**src/tisr_pkg.sv**
```systemverilog
// package: register map, field positions and carrier types of the tag irq block
//
// Summary of operation
// - mask register 08h gates eight low flags
// - mask register 09h gates eight high flags
// - masking blocks the line, flags still set
// - masks load from nonvolatile configuration bits
// - power-up flag on power events and commands
// - wake flag on entering selected state
// - sleep flag on sleep request received
// - flags for reader write and read
// - receive-end flag when frame buffered
// - transmit-end and field-exit flags
// - flags clear on power-up, default, read
// - receive-start flag at 0Bh bit 7
// - coding, parity, crc errors set flags
// - buffer error flag on over/underflow
// - host programming done sets flag
// - protected or missing address write flagged
// - access-control abort of host operation flagged
// - 0Ch holds unread count and invalid bit
// - 0Dh holds underflow and overflow bits
// - 0Dh bits 5..3 show handshake flags
// - 0Eh last reader address, FFh while updating
// - fixed major and minor revision codes
`default_nettype none

package tisr_pkg;

   // ***************************************************************
   // register offsets
   // ***************************************************************
   localparam logic [5:0] ADDR_MASK_LOW   = 6'h08;
   localparam logic [5:0] ADDR_MASK_HIGH  = 6'h09;
   localparam logic [5:0] ADDR_FLAGS_LOW  = 6'h0a;
   localparam logic [5:0] ADDR_FLAGS_HIGH = 6'h0b;
   localparam logic [5:0] ADDR_LEVEL      = 6'h0c;
   localparam logic [5:0] ADDR_FIFO_FLAGS = 6'h0d;
   localparam logic [5:0] ADDR_LAST_LOC   = 6'h0e;
   localparam logic [5:0] ADDR_REV_MAJOR  = 6'h1e;
   localparam logic [5:0] ADDR_REV_MINOR  = 6'h1f;

   // ***************************************************************
   // field positions
   // ***************************************************************
   localparam int LVL_INVALID_BIT = 7;
   localparam int FF_BUSY_BIT     = 5;
   localparam int FF_RDATA_BIT    = 4;
   localparam int FF_HDATA_BIT    = 3;
   localparam int FF_UNDER_BIT    = 1;
   localparam int FF_OVER_BIT     = 0;

   // ***************************************************************
   // values after reset and constants
   // ***************************************************************
   localparam logic [7:0] FLAGS_RESET    = 8'h00;
   localparam logic [7:0] STATUS_RESET   = 8'h00;
   localparam logic [7:0] LOC_UPDATING   = 8'hff;
   localparam logic [7:0] READ_UNMAPPED  = 8'h00;
   // arbitrary neutral revision values
   localparam logic [7:0] REV_MAJOR_VAL  = 8'h01;
   localparam logic [7:0] REV_MINOR_VAL  = 8'h01;

   // ***************************************************************
   // event carriers, bit 7 first; buffer state carrier, bit 11 first
   // ***************************************************************
   typedef struct packed {
      logic power_up;      // bit 7
      logic wake_select;   // bit 6
      logic sleep_req;     // bit 5
      logic reader_wrote;  // bit 4
      logic reader_read;   // bit 3
      logic rx_end;        // bit 2
      logic tx_end;        // bit 1
      logic field_exit;    // bit 0
   } tisr_low_ev_t;

   typedef struct packed {
      logic rx_start;      // bit 7
      logic frame_err;     // bit 6
      logic parity_err;    // bit 5
      logic crc_err;       // bit 4
      logic fifo_fault;    // bit 3
      logic host_prog_ok;  // bit 2
      logic mem_acc_err;   // bit 1
      logic acc_ctl_err;   // bit 0
   } tisr_high_ev_t;

   typedef struct packed {
      logic [5:0] unread_count;
      logic       count_invalid;
      logic       underflow;
      logic       overflow;
      logic       reader_side_busy;
      logic       reader_data_waiting;
      logic       host_data_ready;
   } tisr_fifo_st_t;

endpackage

`default_nettype wire

```
**src/tisr_top.sv**
```systemverilog
// module: tag interrupt flags, masks, buffer status and revision registers
`default_nettype none

module tisr_top
   import tisr_pkg::*;
(
   // clock and reset
   input  wire logic          core_clk,
   input  wire logic          rst,
   // nonvolatile configuration defaults for the masks
   input  wire logic [7:0]    nv_mask_low,
   input  wire logic [7:0]    nv_mask_high,
   // device commands, one-cycle pulses
   input  wire logic          cmd_set_default,
   input  wire logic          cmd_clear_buffer,
   // one-cycle event pulses from the tag logic
   input  wire tisr_low_ev_t  ev_low,
   input  wire tisr_high_ev_t ev_high,
   // buffer state from the buffer logic, same clock
   input  wire tisr_fifo_st_t fifo_st,
   // reader memory access: start pulse, done pulse with address
   input  wire logic          loc_update_start,
   input  wire logic          loc_update_done,
   input  wire logic [7:0]    loc_update_addr,
   // register port from the serial slave
   input  wire logic          reg_rd,
   input  wire logic          reg_wr,
   input  wire logic [5:0]    reg_addr,
   input  wire logic [7:0]    reg_wdata,
   output var  logic [7:0]    reg_rdata,
   // interrupt line to the host
   output var  logic          irq_out
);

   // ***************************************************************
   // mask registers
   // ***************************************************************
   logic [7:0] mask_low_q, mask_low_d;
   logic [7:0] mask_high_q, mask_high_d;
   logic       loaded_q, loaded_d;

   always_comb begin
      mask_low_d  = mask_low_q;
      mask_high_d = mask_high_q;
      loaded_d    = 1'b1;
      // defaults caught after reset release, also on set default
      if (!loaded_q || cmd_set_default) begin
         mask_low_d  = nv_mask_low;
         mask_high_d = nv_mask_high;
      end else if (reg_wr && reg_addr == ADDR_MASK_LOW) begin
         mask_low_d  = reg_wdata;
      end else if (reg_wr && reg_addr == ADDR_MASK_HIGH) begin
         mask_high_d = reg_wdata;
      end
   end

   always_ff @(posedge core_clk) begin
      if (rst) begin
         mask_low_q  <= FLAGS_RESET;
         mask_high_q <= FLAGS_RESET;
         loaded_q    <= 1'b0;
      end else begin
         mask_low_q  <= mask_low_d;
         mask_high_q <= mask_high_d;
         loaded_q    <= loaded_d;
      end
   end

   // ***************************************************************
   // flag registers
   // ***************************************************************
   logic [7:0] flags_low_q, flags_low_d;
   logic [7:0] flags_high_q, flags_high_d;
   logic       rd_low, rd_high;

   assign rd_low  = reg_rd && reg_addr == ADDR_FLAGS_LOW;
   assign rd_high = reg_rd && reg_addr == ADDR_FLAGS_HIGH;

   always_comb begin
      flags_low_d  = flags_low_q;
      flags_high_d = flags_high_q;
      if (cmd_set_default) begin
         flags_low_d  = FLAGS_RESET;
         flags_high_d = FLAGS_RESET;
      end
      if (rd_low) begin
         flags_low_d  = FLAGS_RESET;
      end
      if (rd_high) begin
         flags_high_d = FLAGS_RESET;
      end
      // set beats clear so no event is lost; masks never block this
      flags_low_d  = flags_low_d | ev_low;
      flags_high_d = flags_high_d | ev_high;
   end

   always_ff @(posedge core_clk) begin
      if (rst) begin
         flags_low_q  <= FLAGS_RESET;
         flags_high_q <= FLAGS_RESET;
      end else begin
         flags_low_q  <= flags_low_d;
         flags_high_q <= flags_high_d;
      end
   end

   // ***************************************************************
   // buffer status and last reader location
   // ***************************************************************
   logic [7:0] level_q, level_d;
   logic [7:0] fflags_q, fflags_d;
   logic [7:0] loc_q, loc_d;

   always_comb begin
      level_d = STATUS_RESET;
      fflags_d = STATUS_RESET;
      level_d[5:0] = fifo_st.unread_count;
      level_d[LVL_INVALID_BIT] = fifo_st.count_invalid;
      // underflow and overflow sticky until clear buffer or set default
      fflags_d[FF_UNDER_BIT] = fflags_q[FF_UNDER_BIT]
                               | fifo_st.underflow;
      fflags_d[FF_OVER_BIT]  = fflags_q[FF_OVER_BIT]
                               | fifo_st.overflow;
      fflags_d[FF_BUSY_BIT]  = fifo_st.reader_side_busy;
      fflags_d[FF_RDATA_BIT] = fifo_st.reader_data_waiting;
      fflags_d[FF_HDATA_BIT] = fifo_st.host_data_ready;
      loc_d = loc_q;
      if (loc_update_start) begin
         loc_d = LOC_UPDATING;
      end
      if (loc_update_done) begin
         loc_d = loc_update_addr;
      end
      if (cmd_set_default || cmd_clear_buffer) begin
         level_d  = STATUS_RESET;
         fflags_d = STATUS_RESET;
         loc_d    = STATUS_RESET;
      end
   end

   always_ff @(posedge core_clk) begin
      if (rst) begin
         level_q  <= STATUS_RESET;
         fflags_q <= STATUS_RESET;
         loc_q    <= STATUS_RESET;
      end else begin
         level_q  <= level_d;
         fflags_q <= fflags_d;
         loc_q    <= loc_d;
      end
   end

   // ***************************************************************
   // read data and interrupt line
   // ***************************************************************
   logic [7:0] rdata_d;
   logic       irq_d;

   always_comb begin
      unique case (reg_addr)
         ADDR_MASK_LOW:   rdata_d = mask_low_q;
         ADDR_MASK_HIGH:  rdata_d = mask_high_q;
         ADDR_FLAGS_LOW:  rdata_d = flags_low_q;
         ADDR_FLAGS_HIGH: rdata_d = flags_high_q;
         ADDR_LEVEL:      rdata_d = level_q;
         ADDR_FIFO_FLAGS: rdata_d = fflags_q;
         ADDR_LAST_LOC:   rdata_d = loc_q;
         ADDR_REV_MAJOR:  rdata_d = REV_MAJOR_VAL;
         ADDR_REV_MINOR:  rdata_d = REV_MINOR_VAL;
         default:         rdata_d = READ_UNMAPPED;
      endcase
      if (!reg_rd) begin
         rdata_d = reg_rdata;
      end
      // mask bit set means that flag does not drive the line
      irq_d = |(flags_low_d & ~mask_low_d)
              | |(flags_high_d & ~mask_high_d);
   end

   always_ff @(posedge core_clk) begin
      if (rst) begin
         reg_rdata <= READ_UNMAPPED;
         irq_out   <= 1'b0;
      end else begin
         reg_rdata <= rdata_d;
         irq_out   <= irq_d;
      end
   end

   // ***************************************************************
   // assertions
   // ***************************************************************
   property p_flag_sets;
      @(posedge core_clk) disable iff (rst)
         ev_low.rx_end |=> flags_low_q[2];
   endproperty
   a_flag_sets: assert property (p_flag_sets)
      else $error("rx end flag not set");

   property p_read_clears;
      @(posedge core_clk) disable iff (rst)
         (rd_high && ev_high == '0) |=> flags_high_q == FLAGS_RESET;
   endproperty
   a_read_clears: assert property (p_read_clears)
      else $error("high flags not cleared by read");

   property p_masked_sets;
      @(posedge core_clk) disable iff (rst)
         (ev_high.fifo_fault && mask_high_q[3] && !cmd_set_default
          && !reg_wr) |=> flags_high_q[3];
   endproperty
   a_masked_sets: assert property (p_masked_sets)
      else $error("masked flag not set");

   property p_irq_line;
      @(posedge core_clk) disable iff (rst)
         ##1 irq_out == (|(flags_low_q & ~mask_low_q)
                        | |(flags_high_q & ~mask_high_q));
   endproperty
   a_irq_line: assert property (p_irq_line)
      else $error("interrupt line mismatch");

   property p_loc_busy;
      @(posedge core_clk) disable iff (rst)
         (loc_update_start && !loc_update_done && !cmd_set_default
          && !cmd_clear_buffer) |=> loc_q == LOC_UPDATING;
   endproperty
   a_loc_busy: assert property (p_loc_busy)
      else $error("location not FFh while updating");

   property p_clear_buffer;
      @(posedge core_clk) disable iff (rst)
         cmd_clear_buffer |=> (fflags_q == STATUS_RESET
                               && loc_q == STATUS_RESET);
   endproperty
   a_clear_buffer: assert property (p_clear_buffer)
      else $error("status not cleared");

   property p_overflow_sticky;
      @(posedge core_clk) disable iff (rst)
         (fflags_q[FF_OVER_BIT] && !cmd_set_default && !cmd_clear_buffer)
         |=> fflags_q[FF_OVER_BIT];
   endproperty
   a_overflow_sticky: assert property (p_overflow_sticky)
      else $error("overflow lost");

   property p_mask_write;
      @(posedge core_clk) disable iff (rst)
         (loaded_q && !cmd_set_default && reg_wr
          && reg_addr == ADDR_MASK_LOW) |=> mask_low_q == $past(reg_wdata);
   endproperty
   a_mask_write: assert property (p_mask_write)
      else $error("mask write lost");

   property p_rev_read;
      @(posedge core_clk) disable iff (rst)
         (reg_rd && reg_addr == ADDR_REV_MAJOR) |=> reg_rdata == REV_MAJOR_VAL;
   endproperty
   a_rev_read: assert property (p_rev_read)
      else $error("major revision wrong");

   property p_rev_minor;
      @(posedge core_clk) disable iff (rst)
         (reg_rd && reg_addr == ADDR_REV_MINOR) |=> reg_rdata == REV_MINOR_VAL;
   endproperty
   a_rev_minor: assert property (p_rev_minor)
      else $error("minor revision wrong");

   // an event landing on the clearing read must survive it
   property p_set_beats_clear;
      @(posedge core_clk) disable iff (rst)
         (rd_low && ev_low.field_exit) |=> flags_low_q[0];
   endproperty
   a_set_beats_clear: assert property (p_set_beats_clear)
      else $error("event lost to read clear");

   property p_low_read_clears;
      @(posedge core_clk) disable iff (rst)
         (rd_low && ev_low == '0) |=> flags_low_q == FLAGS_RESET;
   endproperty
   a_low_read_clears: assert property (p_low_read_clears)
      else $error("low flags not cleared by read");

   property p_default_clears;
      @(posedge core_clk) disable iff (rst)
         (cmd_set_default && ev_low == '0 && ev_high == '0)
         |=> (flags_low_q == FLAGS_RESET && flags_high_q == FLAGS_RESET);
   endproperty
   a_default_clears: assert property (p_default_clears)
      else $error("flags not cleared by set default");

   property p_default_reload;
      @(posedge core_clk) disable iff (rst)
         cmd_set_default |=> (mask_low_q == $past(nv_mask_low)
                              && mask_high_q == $past(nv_mask_high));
   endproperty
   a_default_reload: assert property (p_default_reload)
      else $error("masks not reloaded on set default");

   property p_mask_high_write;
      @(posedge core_clk) disable iff (rst)
         (loaded_q && !cmd_set_default && reg_wr
          && reg_addr == ADDR_MASK_HIGH) |=> mask_high_q == $past(reg_wdata);
   endproperty
   a_mask_high_write: assert property (p_mask_high_write)
      else $error("high mask write lost");

   property p_masked_low;
      @(posedge core_clk) disable iff (rst)
         (ev_low.tx_end && mask_low_q[1]) |=> flags_low_q[1];
   endproperty
   a_masked_low: assert property (p_masked_low)
      else $error("masked low flag not set");

   property p_low_sets;
      @(posedge core_clk) disable iff (rst)
         ev_low != '0 |=> (~flags_low_q & $past(ev_low)) == '0;
   endproperty
   a_low_sets: assert property (p_low_sets)
      else $error("low event flag not set");

   property p_high_sets;
      @(posedge core_clk) disable iff (rst)
         ev_high != '0 |=> (~flags_high_q & $past(ev_high)) == '0;
   endproperty
   a_high_sets: assert property (p_high_sets)
      else $error("high event flag not set");

   property p_level_live;
      @(posedge core_clk) disable iff (rst)
         (!cmd_set_default && !cmd_clear_buffer)
         |=> level_q == {$past(fifo_st.count_invalid), 1'b0,
                         $past(fifo_st.unread_count)};
   endproperty
   a_level_live: assert property (p_level_live)
      else $error("buffer level does not follow buffer");

   property p_level_cleared;
      @(posedge core_clk) disable iff (rst)
         cmd_clear_buffer |=> level_q == STATUS_RESET;
   endproperty
   a_level_cleared: assert property (p_level_cleared)
      else $error("buffer level not cleared");

   property p_handshake_live;
      @(posedge core_clk) disable iff (rst)
         (!cmd_set_default && !cmd_clear_buffer)
         |=> (fflags_q[FF_BUSY_BIT] == $past(fifo_st.reader_side_busy)
              && fflags_q[FF_RDATA_BIT] == $past(fifo_st.reader_data_waiting)
              && fflags_q[FF_HDATA_BIT] == $past(fifo_st.host_data_ready));
   endproperty
   a_handshake_live: assert property (p_handshake_live)
      else $error("handshake bits do not follow buffer");

   property p_underflow_sticky;
      @(posedge core_clk) disable iff (rst)
         (fflags_q[FF_UNDER_BIT] && !cmd_set_default && !cmd_clear_buffer)
         |=> fflags_q[FF_UNDER_BIT];
   endproperty
   a_underflow_sticky: assert property (p_underflow_sticky)
      else $error("underflow lost");

   property p_loc_done;
      @(posedge core_clk) disable iff (rst)
         (loc_update_done && !cmd_set_default && !cmd_clear_buffer)
         |=> loc_q == $past(loc_update_addr);
   endproperty
   a_loc_done: assert property (p_loc_done)
      else $error("reader address not taken");

endmodule // tisr_top

`default_nettype wire

```
**config.mk**
```make
export PLATFORM = sky130hd
export DESIGN_NAME = tisr_top
export DESIGN_NICKNAME = d
export VERILOG_FILES = /design/src/tisr_pkg.sv /design/src/tisr_top.sv
export SDC_FILE = /design/constraint.sdc
export NUM_CORES = 1
export LEC_CHECK = 0
export ABC_AREA = 1
export BUFFER_PORTS_ARGS = -buffer_cell sky130_fd_sc_hd__buf_2
export CORE_MARGIN = 1.5
export CORE_UTILIZATION = 30
export CTS_CLUSTER_DIAMETER = 100
export CTS_CLUSTER_SIZE = 20
export DETAILED_ROUTE_END_ITERATION = 8
export PLACE_DENSITY = 0.54
export SETUP_SLACK_MARGIN = 0.02
export SLEW_MARGIN = 5
export SYNTH_ARGS = -nofsm -noshare
export SYNTH_HDL_FRONTEND = slang
export SYNTH_SLANG_ARGS = --single-unit
export TNS_END_PERCENT = 10
```
**constraint.sdc**
```tcl
create_clock -name core_clk -period 1.3 [get_ports core_clk]
set_clock_uncertainty 0.05 [all_clocks]
set_input_delay 0.13 -clock core_clk [delete_from_list [all_inputs] [get_ports core_clk]]
set_output_delay 0.13 -clock core_clk [all_outputs]
set_load 0.05 [all_outputs]
```
==> flow_summary.json <==
{
  "fmax_mhz": 747.0,
  "power.total_w": 0.004721,
  "syn2layout_area_growth_pct": 45.39,
  "wirelength_um": 10090,
  "nFillCells": 1086,
  "setup_slack_ns": -0.03867,
  "worstMarginPinSlew_ns": 0.3668,
  "clk_pin_slew_worst_paths_ns": 0.07,
  "grt_pass1_vias": 3276,
  "finalHoldViolCount": 0,
  "ir_worst_vdd_v": 0.0004917,
  "globalRoute.totalOverflow": 0,
  "cts.sinks": 62,
  "place_ws_ns": -0.3654,
  "rows": 37,
  "p_per_area_nw_per_um2": 1040,
  "start_util": 0.3052,
  "cts_tree": "yes",
  "nNetsFinal": 676,
  "relSlewSlack": 0.7555,
  "core_um2": 10230,
  "worstPathArrival_ns": 1.52,
  "post-dp-hpwl_um": 7518,
  "cts_buffers": 9,
  "crit_required_ns": 1.48,
  "antenna_left": 0,
  "dieArea_um2": 11030,
  "drv_cap": 0,
  "ios": 83,
  "hold_class": "in2reg",
  "status": "finished, violations left",
  "drive_gt1_frac": 0.3031,
  "placed_area_um2": 3950,
  "post-cts-setup-buffer-count": 0,
  "drc": 0,
  "fin_area_um2": 4541,
  "period_needed_ns": 1.339,
  "critPathKind": "reg2reg",
  "violations": "setup timing",
  "routabilityCongestion": 0.8843,
  "syn_area_um2": 3123,
  "track_usage": 0.1831,
  "clock_path_buffers": 2,
  "slew_violations": 0,
  "htree_levels": 3,
  "syn-num-nets": 538,
  "post-route-period-util": 1.030,
  "yosysWarnings": 0,
  "fin_util": 0.4438,
  "tns_ns": -0.03867,
  "clockRootBuffer": "clkbuf_8",
  "end_kind": "flop",
  "die_x_um": 105.0,
  "dr.pass1.iters": 4,
  "yosysSeqAreaShare": 0.3974,
  "num_vias": 3464,
  "cp-start-kind": "flop",
  "dieHeight_um": 105.0,
  "wire_per_inst_um": 13.58,
  "vias_per_cell": 4.662,
  "antenna_cells": 0,
  "clock_latency_ns": 0.35,
  "setup_viol_count_final": 1,
  "netlist_instances": 464,
  "initialDrtViolationCount": 223,
  "syn_avg_cell_area_um2": 6.731,
  "synth-seq-cells": 62,
  "grt_max_degree": 32,
  "ys_types": 27,
  "grt_pass1_wl_um": 15680,
  "rsz0062_at_grt": "yes",
  "critical_path.max_fanout": 6,
  "port_buffers": 82,
  "antenna_found_initial": 0,
  "p_leak_nw": 2.254
}
==> logic make-up (layout without fill, tap and decap cells) <==
logic type / Yosys count / count (layout) / share of synthesized area
AOI/OAI and AO/OA: 62 / 62 / 0.1102
buffers and inverters: 90 / 233 / 0.1218
DFF: 62 / 62 / 0.3974
and+or+nand+nor: 250 / 250 / 0.3706
==> per-stage QoR <==
| step | hold slack, ns | cells |
|---|---|---|
| 2_1_floorplan | 0.1922 | 464 |
| 3_3_place_gp | 0.2990 | 708 |
| 3_5_place_dp | 0.2997 | 708 |
| 4_1_cts | 0.002129 | 742 |
| 5_1_grt | 0.01472 | 743 |
| 6_report | 0.01143 | 743 |
==> final cells by class <==
| class | instances | area (µm²) | share of cell area |
|---|---|---|---|
| multi-input combinational | 312 | 1633 | 0.3596 |
| sequential | 62 | 1242 | 0.2736 |
| timing repair buffer | 142 | 977.2 | 0.2152 |
| inverter | 75 | 286.5 | 0.06310 |
| tap | 136 | 170.2 | 0.03748 |
| clock buffer | 10 | 137.6 | 0.03031 |
| clock inverter | 6 | 93.84 | 0.02067 |
==> power by group <==
| part | leakage (nW) | internal, W | switching, W |
|---|---|---|---|
| Combinational | 1.63 | 0.000327 | 0.000401 |
| Sequential | 0.511 | 0.00199 | 0.0000398 |
| Clock | 0.113 | 0.00114 | 0.000823 |
| Total | 2.25 | 0.00346 | 0.00126 |
==> layer usage <==
layer,GRT usage,vias up,share of wire
li1,-,1761,-
met1,0.2382,1559,0.46
met2,0.2974,127,0.47
met3,0.04429,17,0.062
met4,0.05773,0,0.018
met5,0,-,0
==> layout by cell type (no fill, tap or decap), types with 2 or more instances in the layout <==
cell type / n
nand3_4: 7
inv_1: 71
inv_2: 3
buf_12: 4
nor3_1: 7
nor2_2: 6
nand3_1: 35
nor2_1: 43
clkinv_4: 2
dlygate4sd3_1: 18
nand3_2: 18
nand2_2: 2
nand2_1: 117
a21oi_1: 41
bufinv_16: 2
nor2_4: 3
a22oi_1: 9
clkbuf_8: 10
inv_6: 2
dfxtp_1: 61
buf_2: 82
buf_4: 36
o21ai_0: 7
o2111ai_1: 2
nand4_1: 9
==> worst paths after layout <==
path	endpoint	cells past startpoint	startpoint	slack [ns]
setup reg to reg	irq_out	10	loaded_q	-0.04
setup / recovery	irq_out	10	loaded_q	-0.04
hold reg to reg	reg_rdata[0]	2	reg_rdata[0]	0.42
hold / removal	loc_q[1]	3	loc_update_addr[1]	0.01
==> synthesized netlist by cell type, drive strengths merged <==
cell type	number	area [µm²]
inv	75	281.5
buf	6	53.79
o21ai	8	40.04
a22oi	9	67.56
a211oi	1	7.510
a21oi	41	205.2
nor3b	1	7.510
nand3	60	367.9
o22ai	1	6.260
nand2	120	455.4
clkbuf	9	45.04
nor3	7	35.03
nor2	52	222.7
dfxtp	62	1241
o2111ai	2	17.52
nand4	10	68.81
==> flip-flops by register name (all words and copies together) (netlist names), 5 cells and up <==
| name | flops |
|---|---|
| fflags_q | 5 |
| flags_high_q | 8 |
| flags_low_q | 8 |
| level_q | 7 |
| loc_q | 8 |
| mask_high_q | 8 |
| mask_low_q | 8 |
| reg_rdata | 8 |
==> timing repair <==
action | CTS | global route
cloned | 0 | 1
setup endpoints to repair | 3 | 7
pin swaps | 0 | 18
resized for setup | 4 | 31
hold buffers | 18 | 0
endpoints found under the hold margin | 18 | 0
==> critical path: stages (launching register included) <==
cell,delay (ns)
dfxtp_2,0.34
nand2_4,0.07
inv_6,0.08
clkbuf_16,0.17
nand3_2,0.09
nand3_1,0.07
nand2_1,0.05
nor2_1,0.09
nand2_1,0.07
nor2_1,0.10
nor2_1,0.04
Power figures use the tool's default switching activity.
